$ cat src/inc/decoder_pkg.sv
// Constants, types and decode helpers for the video decoder bring-up and input block.
// Assumes one 20 MHz clock with a synchronous active-high reset.
package decoder_pkg;

  // Register offsets; the page and soft reset registers answer in every sub map.
  localparam logic [7:0] REG_ROUTING = 8'h00;
  localparam logic [7:0] REG_SUBMAP = 8'h0E;
  localparam logic [7:0] REG_SOFT_RST = 8'h0F;
  localparam logic [7:0] REG_CONTRAST = 8'h80;

  // Field positions.
  localparam int SUBMAP_LSB = 5;
  localparam int SUBMAP_MSB = 6;
  localparam int CONTRAST_EN_BIT = 7;
  localparam int SOFT_RST_BIT = 7;
  localparam int ROUTE_W = 5;
  localparam int CHAN_COUNT = 8;

  // Sub map codes.
  localparam logic [1:0] SUBMAP_USER = 2'h0;
  localparam logic [1:0] SUBMAP_TWO = 2'h2;

  // Reset values.
  localparam logic [7:0] SUBMAP_RESET = 8'h00;
  localparam logic [4:0] ROUTING_RESET = 5'h00;
  localparam logic [7:0] CONTRAST_RESET = 8'h00;

  // Seven-bit serial address with the strap in the lowest bit.
  localparam logic [6:0] DEV_ADDR_BASE = 7'h20;
  localparam logic [3:0] BITS_PER_BYTE = 4'h8;

  // Routing codes and channel masks.
  localparam logic [4:0] CODE_CVBS_LAST = 5'h07;
  localparam logic [4:0] CODE_YC_LAST = 5'h0B;
  localparam logic [4:0] CODE_YPRPB_A = 5'h0C;
  localparam logic [4:0] CODE_YPRPB_B = 5'h0D;
  localparam logic [7:0] CHAN_ONE = 8'h01;
  localparam logic [7:0] CHAN_PAIR = 8'h03;
  localparam logic [7:0] CHAN_YPRPB_A = 8'h07;
  localparam logic [7:0] CHAN_YPRPB_B = 8'h38;
  localparam logic [7:0] CHAN_UPPER = 8'hF0;
  localparam logic [7:0] CHAN_NONE = 8'h00;

  typedef enum logic [1:0] {
    FMT_CVBS = 2'b00,
    FMT_YC = 2'b01,
    FMT_YPRPB = 2'b10,
    FMT_RSVD = 2'b11
  } video_format_t;

  typedef struct packed {
    video_format_t format;
    logic [7:0] chan_on;
  } route_t;

  typedef enum logic [2:0] {
    ST_IDLE = 3'b000,
    ST_DEV = 3'b001,
    ST_SUB = 3'b010,
    ST_WR = 3'b011,
    ST_ACK = 3'b100,
    ST_RD = 3'b101,
    ST_RACK = 3'b110
  } serial_state_t;

  // Maps a routing code to a format and the analog channels it uses.
  function automatic route_t decode_route(input logic [4:0] code, input logic eight_inputs);
    route_t r;
    r.format = FMT_RSVD;
    r.chan_on = CHAN_NONE;
    if (code <= CODE_CVBS_LAST)
    begin
      r.format = FMT_CVBS;
      r.chan_on = CHAN_ONE << code[2:0];
    end
    else if (code <= CODE_YC_LAST)
    begin
      r.format = FMT_YC;
      r.chan_on = CHAN_PAIR << {code[1:0], 1'b0};
    end
    else if (code == CODE_YPRPB_A)
    begin
      r.format = FMT_YPRPB;
      r.chan_on = CHAN_YPRPB_A;
    end
    else if (code == CODE_YPRPB_B)
    begin
      r.format = FMT_YPRPB;
      r.chan_on = CHAN_YPRPB_B;
    end
    if (!eight_inputs && ((r.chan_on & CHAN_UPPER) != CHAN_NONE))
    begin
      r.format = FMT_RSVD;
      r.chan_on = CHAN_NONE;
    end
    return r;
  endfunction

  // True where a subaddress exists in the selected sub map.
  function automatic logic reg_valid(input logic [1:0] map, input logic [7:0] addr);
    return (addr == REG_SUBMAP) || (addr == REG_SOFT_RST) ||
      ((map == SUBMAP_USER) && (addr == REG_ROUTING)) ||
      ((map == SUBMAP_TWO) && (addr == REG_CONTRAST));
  endfunction

endpackage

$ cat src/verilog/pin_sync.sv
// Three-stage synchroniser for asynchronous pins with a two-stage agreement filter.
// Assumes the pins are slow relative to the 20 MHz clock.
`timescale 1ns/1ps
`default_nettype none

module pin_sync #(
  parameter int W = 1,
  parameter logic [W-1:0] RST_VAL = '0
) (
  // Clock and reset.
  input wire logic clk_i,
  input wire logic rst_i,
  // Pins and filtered levels.
  input wire logic [W-1:0] pin_i,
  output logic [W-1:0] level_o
);

  logic [W-1:0] s1_r;
  logic [W-1:0] s2_r;
  logic [W-1:0] s3_r;
  logic [W-1:0] level_nxt;

  // A new level is taken only where the second and third stage agree.
  assign level_nxt = ((s2_r ~^ s3_r) & s3_r) | ((s2_r ^ s3_r) & level_o);

  always_ff @(posedge clk_i)
  begin
    if (rst_i)
    begin
      s1_r <= RST_VAL;
      s2_r <= RST_VAL;
      s3_r <= RST_VAL;
      level_o <= RST_VAL;
    end
    else
    begin
      s1_r <= pin_i;
      s2_r <= s1_r;
      s3_r <= s2_r;
      level_o <= level_nxt;
    end
  end

endmodule // pin_sync

`default_nettype wire

$ cat src/verilog/decoder_config.sv
// Serial register slave, sub map paging, input routing and contrast boost control.
// Assumes open-drain SDA resolved outside; the serial clock runs far below clk_i.
`timescale 1ns/1ps
`default_nettype none

module decoder_config
  import decoder_pkg::*;
#(
  parameter bit EIGHT_INPUTS = 1'b1
) (
  // Clock and reset.
  input wire logic clk_i,
  input wire logic rst_i,
  // Control pins.
  input wire logic power_down_pin_n_i,
  input wire logic reset_pin_n_i,
  input wire logic address_select_strap_i,
  // Serial port.
  input wire logic scl_i,
  input wire logic sda_i,
  output logic sda_o,
  output logic sda_oe_o,
  // Decoder core controls.
  output route_t route_o,
  output logic [CHAN_COUNT-1:0] channel_power_o,
  output logic adaptive_contrast_boost_o,
  output logic powered_down_o
);

  localparam logic [4:0] SYNC_RST = 5'h18;

  logic [4:0] pins_f;
  logic scl_f;
  logic sda_f;
  logic pd_n_f;
  logic rst_n_f;
  logic strap_f;
  logic scl_q;
  logic sda_q;
  logic strap_r;
  logic soft_rst_r;
  logic core_rst;
  logic core_rst_q;
  logic reg_rst;
  serial_state_t state_r;
  serial_state_t state_nxt;
  serial_state_t after_r;
  serial_state_t after_nxt;
  logic [7:0] shift_r;
  logic [7:0] shift_nxt;
  logic [3:0] bcnt_r;
  logic [3:0] bcnt_nxt;
  logic [7:0] ptr_r;
  logic [7:0] ptr_nxt;
  logic oe_nxt;
  logic [7:0] submap_r;
  logic [4:0] routing_r;
  logic [7:0] contrast_r;

  pin_sync #(
    .W(5),
    .RST_VAL(SYNC_RST)
  ) u_sync (
    .clk_i(clk_i),
    .rst_i(rst_i),
    .pin_i({scl_i, sda_i, power_down_pin_n_i, reset_pin_n_i, address_select_strap_i}),
    .level_o(pins_f)
  );

  assign scl_f = pins_f[4];
  assign sda_f = pins_f[3];
  assign pd_n_f = pins_f[2];
  assign rst_n_f = pins_f[1];
  assign strap_f = pins_f[0];

  // The reset pin holds the whole core; soft reset clears only registers.
  assign core_rst = rst_i | ~rst_n_f;
  assign reg_rst = core_rst | soft_rst_r;

  // Bus conditions seen on the filtered levels.
  wire start_c = scl_f & scl_q & sda_q & ~sda_f;
  wire stop_c = scl_f & scl_q & ~sda_q & sda_f;
  wire scl_rise = scl_f & ~scl_q;
  wire scl_fall = ~scl_f & scl_q;
  wire byte_done = scl_fall & (bcnt_r == BITS_PER_BYTE);

  wire [1:0] map_sel = submap_r[SUBMAP_MSB:SUBMAP_LSB];
  wire addr_hit = shift_r[7:1] == (DEV_ADDR_BASE | {6'h00, strap_r});
  wire ptr_valid = reg_valid(map_sel, ptr_r);
  wire sub_valid = reg_valid(map_sel, shift_r);
  wire wr_en = (state_r == ST_WR) & byte_done & ptr_valid;

  // Read data for the pointed register; unmapped bits read zero.
  wire [7:0] rd_data = (ptr_r == REG_SUBMAP) ? submap_r :
    (ptr_r == REG_ROUTING && map_sel == SUBMAP_USER) ? {3'h0, routing_r} :
    (ptr_r == REG_CONTRAST && map_sel == SUBMAP_TWO) ? contrast_r : 8'h00;

  wire route_t route_c = decode_route(routing_r, EIGHT_INPUTS);

  always_comb
  begin
    state_nxt = state_r;
    after_nxt = after_r;
    shift_nxt = shift_r;
    bcnt_nxt = bcnt_r;
    ptr_nxt = ptr_r;
    oe_nxt = sda_oe_o;
    if (start_c)
    begin
      state_nxt = ST_DEV;
      bcnt_nxt = 4'h0;
      oe_nxt = 1'b0;
    end
    else if (stop_c)
    begin
      state_nxt = ST_IDLE;
      oe_nxt = 1'b0;
    end
    else
    begin
      case (state_r)
        ST_DEV, ST_SUB, ST_WR:
        begin
          if (scl_rise)
          begin
            shift_nxt = {shift_r[6:0], sda_f};
            bcnt_nxt = bcnt_r + 4'h1;
          end
          else if (byte_done)
          begin
            bcnt_nxt = 4'h0;
            state_nxt = ST_IDLE;
            if (state_r == ST_DEV && addr_hit)
            begin
              state_nxt = ST_ACK;
              after_nxt = shift_r[0] ? ST_RD : ST_SUB;
              oe_nxt = 1'b1;
            end
            else if (state_r == ST_SUB && sub_valid)
            begin
              state_nxt = ST_ACK;
              after_nxt = ST_WR;
              ptr_nxt = shift_r;
              oe_nxt = 1'b1;
            end
            else if (state_r == ST_WR && ptr_valid)
            begin
              state_nxt = ST_ACK;
              after_nxt = ST_WR;
              ptr_nxt = ptr_r + 8'h01;
              oe_nxt = 1'b1;
            end
          end
        end
        ST_ACK:
        begin
          if (scl_fall)
          begin
            state_nxt = after_r;
            bcnt_nxt = 4'h0;
            oe_nxt = 1'b0;
            if (after_r == ST_RD)
            begin
              shift_nxt = rd_data;
              bcnt_nxt = 4'h1;
              oe_nxt = ~rd_data[7];
            end
          end
        end
        ST_RD:
        begin
          if (scl_fall)
          begin
            if (bcnt_r == BITS_PER_BYTE)
            begin
              state_nxt = ST_RACK;
              oe_nxt = 1'b0;
            end
            else
            begin
              shift_nxt = {shift_r[6:0], 1'b0};
              bcnt_nxt = bcnt_r + 4'h1;
              oe_nxt = ~shift_r[6];
            end
          end
        end
        ST_RACK:
        begin
          if (scl_rise)
          begin
            state_nxt = sda_f ? ST_IDLE : ST_ACK;
            after_nxt = ST_RD;
            // Past the last register the same register keeps reading.
            if (reg_valid(map_sel, ptr_r + 8'h01))
            begin
              ptr_nxt = ptr_r + 8'h01;
            end
          end
        end
        default:
        begin
          state_nxt = ST_IDLE;
        end
      endcase
    end
  end

  always_ff @(posedge clk_i)
  begin
    if (core_rst)
    begin
      state_r <= ST_IDLE;
      after_r <= ST_IDLE;
      shift_r <= 8'h00;
      bcnt_r <= 4'h0;
      ptr_r <= 8'h00;
      sda_oe_o <= 1'b0;
      scl_q <= 1'b1;
      sda_q <= 1'b1;
    end
    else
    begin
      state_r <= state_nxt;
      after_r <= after_nxt;
      shift_r <= shift_nxt;
      bcnt_r <= bcnt_nxt;
      ptr_r <= ptr_nxt;
      sda_oe_o <= oe_nxt;
      scl_q <= scl_f;
      sda_q <= sda_f;
    end
  end

  // The strap is caught in reset and one cycle after, as its filtered level settles late.
  always_ff @(posedge clk_i)
  begin
    core_rst_q <= core_rst;
    if (core_rst | core_rst_q)
    begin
      strap_r <= strap_f;
    end
  end

  always_ff @(posedge clk_i)
  begin
    if (reg_rst)
    begin
      submap_r <= SUBMAP_RESET;
      routing_r <= ROUTING_RESET;
      contrast_r <= CONTRAST_RESET;
      soft_rst_r <= 1'b0;
    end
    else
    begin
      soft_rst_r <= wr_en & (ptr_r == REG_SOFT_RST) & shift_r[SOFT_RST_BIT];
      if (wr_en && ptr_r == REG_SUBMAP)
      begin
        submap_r <= shift_r;
      end
      if (wr_en && ptr_r == REG_ROUTING)
      begin
        routing_r <= shift_r[ROUTE_W-1:0];
      end
      if (wr_en && ptr_r == REG_CONTRAST)
      begin
        contrast_r <= shift_r;
      end
    end
  end

  always_ff @(posedge clk_i)
  begin
    if (rst_i)
    begin
      route_o <= '{format: FMT_CVBS, chan_on: CHAN_NONE};
      channel_power_o <= CHAN_NONE;
      adaptive_contrast_boost_o <= 1'b0;
      powered_down_o <= 1'b1;
      sda_o <= 1'b0;
    end
    else
    begin
      route_o <= route_c;
      channel_power_o <= (pd_n_f & rst_n_f) ? route_c.chan_on : CHAN_NONE;
      adaptive_contrast_boost_o <= contrast_r[CONTRAST_EN_BIT];
      powered_down_o <= ~pd_n_f;
      sda_o <= 1'b0;
    end
  end

endmodule // decoder_config

`default_nettype wire

$ cat config.mk
export PLATFORM = sky130hd
export DESIGN_NAME = decoder_config
export DESIGN_NICKNAME = d
export VERILOG_FILES = /design/src/inc/decoder_pkg.sv /design/src/verilog/pin_sync.sv /design/src/verilog/decoder_config.sv
export SDC_FILE = /design/constraint.sdc
export NUM_CORES = 1
export LEC_CHECK = 0
export BUFFER_PORTS_ARGS = -buffer_cell sky130_fd_sc_hd__buf_2
export CAP_MARGIN = 20
export CORE_MARGIN = 2
export CORE_UTILIZATION = 35
export DETAILED_ROUTE_END_ITERATION = 12
export SETUP_SLACK_MARGIN = 0.2
export SYNTH_ARGS = -nofsm -noshare
export SYNTH_HDL_FRONTEND = slang
export SYNTH_SLANG_ARGS = --single-unit
$ cat constraint.sdc
create_clock -name clk_i -period 3.1 [get_ports clk_i]
set_input_delay 0.62 -clock clk_i [delete_from_list [all_inputs] [get_ports clk_i]]
set_output_delay 0.62 -clock clk_i [all_outputs]
set_load 0.02 [all_outputs]
* Yosys cells after proc, flatten, opt, wreduce, memory -nomap -nowiden
Cells that the tools add are included.
** Operators by class
- Add/subtract/negate cells :: 2
- Order comparisons :: 2
- Equal/unequal tests :: 41
- Shift operators :: 2
- Muxes and demuxes :: 59
- Bitwise gates (word level) :: 32
- Reductions and logical operators :: 40
** Operators by type and width (count)
- 2-to-1 mux 8 bit :: 16
- 2-to-1 mux 3 bit :: 17
- == test 8 x 4 -> 1 bit (second input constant) :: 6
- != test 4 bit (second input constant) :: 7
- 2-to-1 mux 9 bit :: 3
- == test 8 bit (second input constant) :: 3
- zero test 8 bit :: 3
- one-hot mux 8 bit (3 select lines) :: 1
- AND reduction 6 bit :: 4
- != test 2 bit (second input constant) :: 11
- 2-to-1 mux 4 bit :: 5
- one-hot mux 8 bit (2 select lines) :: 1
- bitwise AND 1 bit :: 13
- == test 3 bit (second input constant) :: 4
- logical AND 1 bit :: 12
- 2-to-1 mux 1 bit :: 12
- one-hot mux 3 bit (4 select lines) :: 1
- one-hot mux 4 bit (3 select lines) :: 1
- NOT 1 bit :: 11
- bitwise AND 5 bit :: 2
- == test 5 x 4 -> 1 bit (second input constant) :: 2
- logical OR 1 bit :: 9
- AND reduction 9 bit :: 1
- OR reduction 3 bit :: 3
- 24 further kinds :: 30
** Storage, ports and cells
- Flip-flop bits (word level) :: 93
- Output and inout bits :: 22
- Logic and storage cells :: 203

* Longest topological paths before layout
- Depth after elaboration :: 13
- Gate-level depth with buffers :: 11
- Gate-level depth less buffers :: 9

* Hierarchy
A second synthesis with hierarchy kept.
** Second synthesis, totals
- Cells, all modules :: 486
- Area, all modules :: 4311.6 um2
** Modules (own cells, without submodules)
- decoder_config :: instances 1, cells an instance 436, area each 3694.8 um2, sequential area each 1471.4 um2
- pin_sync :: instances 1, cells an instance 50, area each 616.8 um2, sequential area each 400.4 um2

* Least setup slack after synthesis
No wires, ideal clock.
- Kind :: flip-flop to flip-flop
- From :: reg ptr_r[7]
- To :: reg submap_r[1]
- Library setup time :: 128 ps
- Arrival time :: 2364 ps
- Data required time :: 2972 ps
- Setup slack :: 608 ps
- Cell stages (with the launch flop) :: 9
- Path buffers :: 2
- Period minus slack after synthesis :: 2492 ps
- Path through :: dfxtp_1 -> buf_6 -> or4_4 -> or4b_1 -> and2_1 -> or3_2 -> buf_4 -> mux2i_1 -> nor2_1
** On the way
- Word-level cells in the longest chain between the ends :: 6
- Elaborated cells between the ends (all ways) :: 11
- Classes of those cells :: 3 x eq/ne; 1 x bitwise; 7 x reduce/logical
** Ends and longest elaborated chain
- start: declaration :: line decoder_config.sv:53 : logic [7:0] ptr_r;
- start signal: assignment :: line decoder_config.sv:227 : ptr_r <= ptr_nxt;
- == test 8 x 4 -> 1 bit (tied with other cells) :: line decoder_pkg.sv:101, decoder_config.sv:256
- logical OR 1 bit or logical AND 1 bit (tied branches) :: line decoder_pkg.sv:101, decoder_pkg.sv:102
- logical OR 1 bit :: line decoder_pkg.sv:101 : return (addr == REG_SUBMAP) || (addr == REG_SOFT_RST) ||
- logical OR 1 bit :: line decoder_pkg.sv:102 : ((map == SUBMAP_USER) && (addr == REG_ROUTING)) ||
- bitwise AND 1 bit :: line decoder_config.sv:91 : wire wr_en = (state_r == ST_WR) & byte_done & ptr_valid;
- logical AND 1 bit (*) :: line decoder_config.sv:256 : if (wr_en && ptr_r == REG_SUBMAP)
- end signal: assignment :: line decoder_config.sv:258 : submap_r <= shift_r;
- end: declaration :: line decoder_config.sv:56 : logic [7:0] submap_r;
Mark *: on every way between the ends. The rest lies on a longest branch, timed or not.
A chain may end at the register's enable or synchronous reset.

* Worst setup path in the final report
- From :: reg ptr_r[7]
- To :: reg contrast_r[5]
** On the way
- Word-level cells in the longest chain between the ends :: 6
- Elaborated cells between the ends (all ways) :: 11
- Classes of those cells :: 3 x eq/ne; 1 x bitwise; 7 x reduce/logical
** Ends and longest elaborated chain
- == test 8 x 4 -> 1 bit or zero test 8 bit (tied branches) :: line decoder_pkg.sv:101, decoder_pkg.sv:102
- logical OR 1 bit or logical AND 1 bit (tied branches) :: line decoder_pkg.sv:101, decoder_pkg.sv:102
- logical OR 1 bit :: line decoder_pkg.sv:101
- logical OR 1 bit :: line decoder_pkg.sv:102
- bitwise AND 1 bit :: line decoder_config.sv:91
- logical AND 1 bit (*) :: line decoder_config.sv:264 : if (wr_en && ptr_r == REG_CONTRAST)
- end signal: assignment :: line decoder_config.sv:266 : contrast_r <= shift_r;
- end: declaration :: line decoder_config.sv:58 : logic [7:0] contrast_r;
Marked as above.

==> flow_summary.ini <==
[global_route]
overflow = 0
antenna_found_initial = 0
grt_util_all_layers_pct = 15.8
grt_start_max_net_pins = 33
grt_pass1_wl_mm = 17.0
first_global_vias = 3484

[logic_synthesis]
yosysUniqueCellTypes = 71
synth_largest_area_cell = dfxtp_1
ys.flop_type = dfxtp_1
synth.most_common_cell = dfxtp_1
synth.top_cell.area_share_pct = 41.9
synth_nets = 509
seq_area_frac_synth_pct = 42.6
synth-edff-count = 1
postSynthAreaPerCell_um2 = 8.95
synth.area.top_cells = dfxtp_1, mux2i_1, nor2_1, nor2b_1, ha_1
syn_inst = 491
yosys-top-cells-count = dfxtp_1, nor2_1, nand2_1
synthArstFlopShare_pct = 0
ys_warn_count = 0
syn-cell-area_um2 = 4400
synth-seq-cells = 93

[routing]
routedWlPerCell_um = 14.3
vias = 3542
drc_errors = 0
drt_pre_antenna_iters = 5
wirelength_mm = 9.80
ant_nets = 0
routed_via_density = 5.19
drt_iter0_markers = 221

[timing]
fin_tns_setup_ns = 0
fmax_mhz = 365
skew_ns = 0.00700
setup_viol = 0
relSlewSlack_pct = 46.4
hold_viol_final = 0
fin_crit_sh_pct = 88.4
rsz0062_at_grt = false
maxSlewViolCount = 0
layout_min_cycle_time_ns = 2.74
tightestPinTransition_ns = 0.801

[clocking]
cts-root-buf = clkbuf_16
cts_sinks = 93
clk_pin_slew_ns = 0.07
cts_tree = done
insertion_delay_ns = 0.34
clockBufferDepth = 2
post_cts_buffers = 0
cts_buffers = 9
h-tree-depth = 3

[critical_path]
critPathKind = reg -> reg
crit_path_start_kind = flop
end_kind = flop
reg2reg_from = ptr_r[7]
startpoint = ptr_r[7]
r2r_end = contrast_r[5]
ff2ff_path_depth = 7
required_ns = 3.31
arrival_ns = 2.96
cp_max_fo = 10
r2r_slack_ns = 0.36
crit_end = contrast_r[5]

[layout]
design_area_um2 = 4920
multi_input_area_um2 = 2280
syn_to_final_growth_pct = 11.8
seqCellArea_um2 = 1870
nets = 528
diodes = 0
drive_above_1_share_pct = 15.0
fillCellCount = 1245
fin_cells = 683

[placed_design]
hpwl_mm = 6.67
dpl_cell_area_um2 = 4620
portBuffers = 27
gp_congestion = 0.822
placed_cells = 667

[floorplan]
start_util_pct = 36.2
coreArea_um2 = 12200
dieArea_um2 = 13500
die_x_um = 116
rows = 40
num_io_pins = 29
die_y_um = 116

[min_path]
hold_path.class = reg -> reg

[pwr]
p_leak_nw = 1.79
power_density_nw_per_um2 = 470
peakVddDrop_mv = 0.331

[job]
maxCapViolations = 0

[outcome]
status = finished, final reports clean
## how the worst min path moves through the flow
stage / start / depth (start not counted) / to
6_report: u_sync.s1_r[3] / 1 / u_sync.s2_r[3]
5_1_grt: u_sync.s1_r[3] / 1 / u_sync.s2_r[3]
4_1_cts: u_sync.s1_r[3] / 1 / u_sync.s2_r[3]
3_5_place_dp: u_sync.s1_r[3] / 1 / u_sync.s2_r[3]
3_3_place_gp: u_sync.s1_r[3] / 1 / u_sync.s2_r[3]
2_1_floorplan: u_sync.level_o[2] / 1 / powered_down_o
## cell families (layout without fill, tap and decap cells)
kind of cell	count (synthesis)	count (layout)	synth area share, %
multiplexers	30	30	6.89
other	1	1	0.0853
buffers and inverters	44	68	5.78
XOR/XNOR	4	4	0.797
AO/OA/AOI/OAI	94	94	14.6
flip-flops	93	93	42.6
adder cells (fa/ha/maj)	11	11	3.13
AND/OR/NAND/NOR	214	214	26.1
## timing repair
action                                  CTS  global route
endpoints found under the hold margin     0             0
endpoints found under the setup margin    0             5
gates resized for setup                   0             1
hold buffers                              0             0
## cell usage in the layout, fill, tap and decap left out, drive strengths merged, types with 7 or more instances in the layout
cell type and instances:
nor2b 23, or2 7, nand3 8, dfxtp 92
a21oi 27, nand2b 9, nor2 69, o21ai 15
nand2 32, nor3 18, inv 19, mux2i 28
buf 37, clkbuf 10, ha 11, nor4 8
or3 7
## area by class of cell
class / count / share of cell area [%]
multi-input combinational: 354 / 46.3
clock inverter: 6 / 1.02
sequential: 93 / 38.1
tap: 168 / 4.28
clock buffer: 10 / 4.86
inverter: 15 / 1.15
timing repair buffer: 37 / 4.28
## worst max-delay path: stages, from the launching register on
cell and delay (ns):
dfxtp_1 0.43, or4_4 0.58, or4b_1 0.53, and2_1 0.17, nand2b_4 0.17, nor3_4 0.42, mux2i_1 0.25, nor2_1 0.06
## state kept, by name, summed over array words and instances, names as in the netlist, 3 cells and up
signal           flops
after_r              3
u_sync.level_o       5
u_sync.s2_r          5
channel_power_o      8
ptr_r                8
u_sync.s1_r          5
u_sync.s3_r          5
contrast_r           8
shift_r              8
routing_r            5
route_o             10
state_r              3
bcnt_r               4
submap_r             8
## where the power goes
group	internal [mW]	switching (mW)
combinational	0.0138	0.0155
clock	0.579	0.491
sequential	1.21	0.00455
## metrics by stage
stage	utilization (%)	total power, mW	worst slack [ns]	hold WS, ns
4_1_cts	40.4	2.34	0.230	0.410
3_3_place_gp	38.0	1.27	0.389	0.394
3_5_place_dp	38.0	1.27	0.264	0.393
6_report	40.4	2.31	0.359	0.410
5_1_grt	40.4	2.39	0.199	0.416
2_1_floorplan	-	1.26	0.608	0.383
## routing by layer
metal | wire length [µm] | part of all wire (%) | vias to the layer above | GRT usage (%)
met1 | 4820 | 49 | 1683 | 21.4
li1 | - | - | 1777 | -
met4 | 141 | 1.4 | 0 | 4.84
met5 | 0 | 0 | - | 0
met3 | 413 | 4.2 | 12 | 3.92
met2 | 4430 | 45 | 70 | 24.9
No activity file was read; power rests on OpenSTA's default activity.
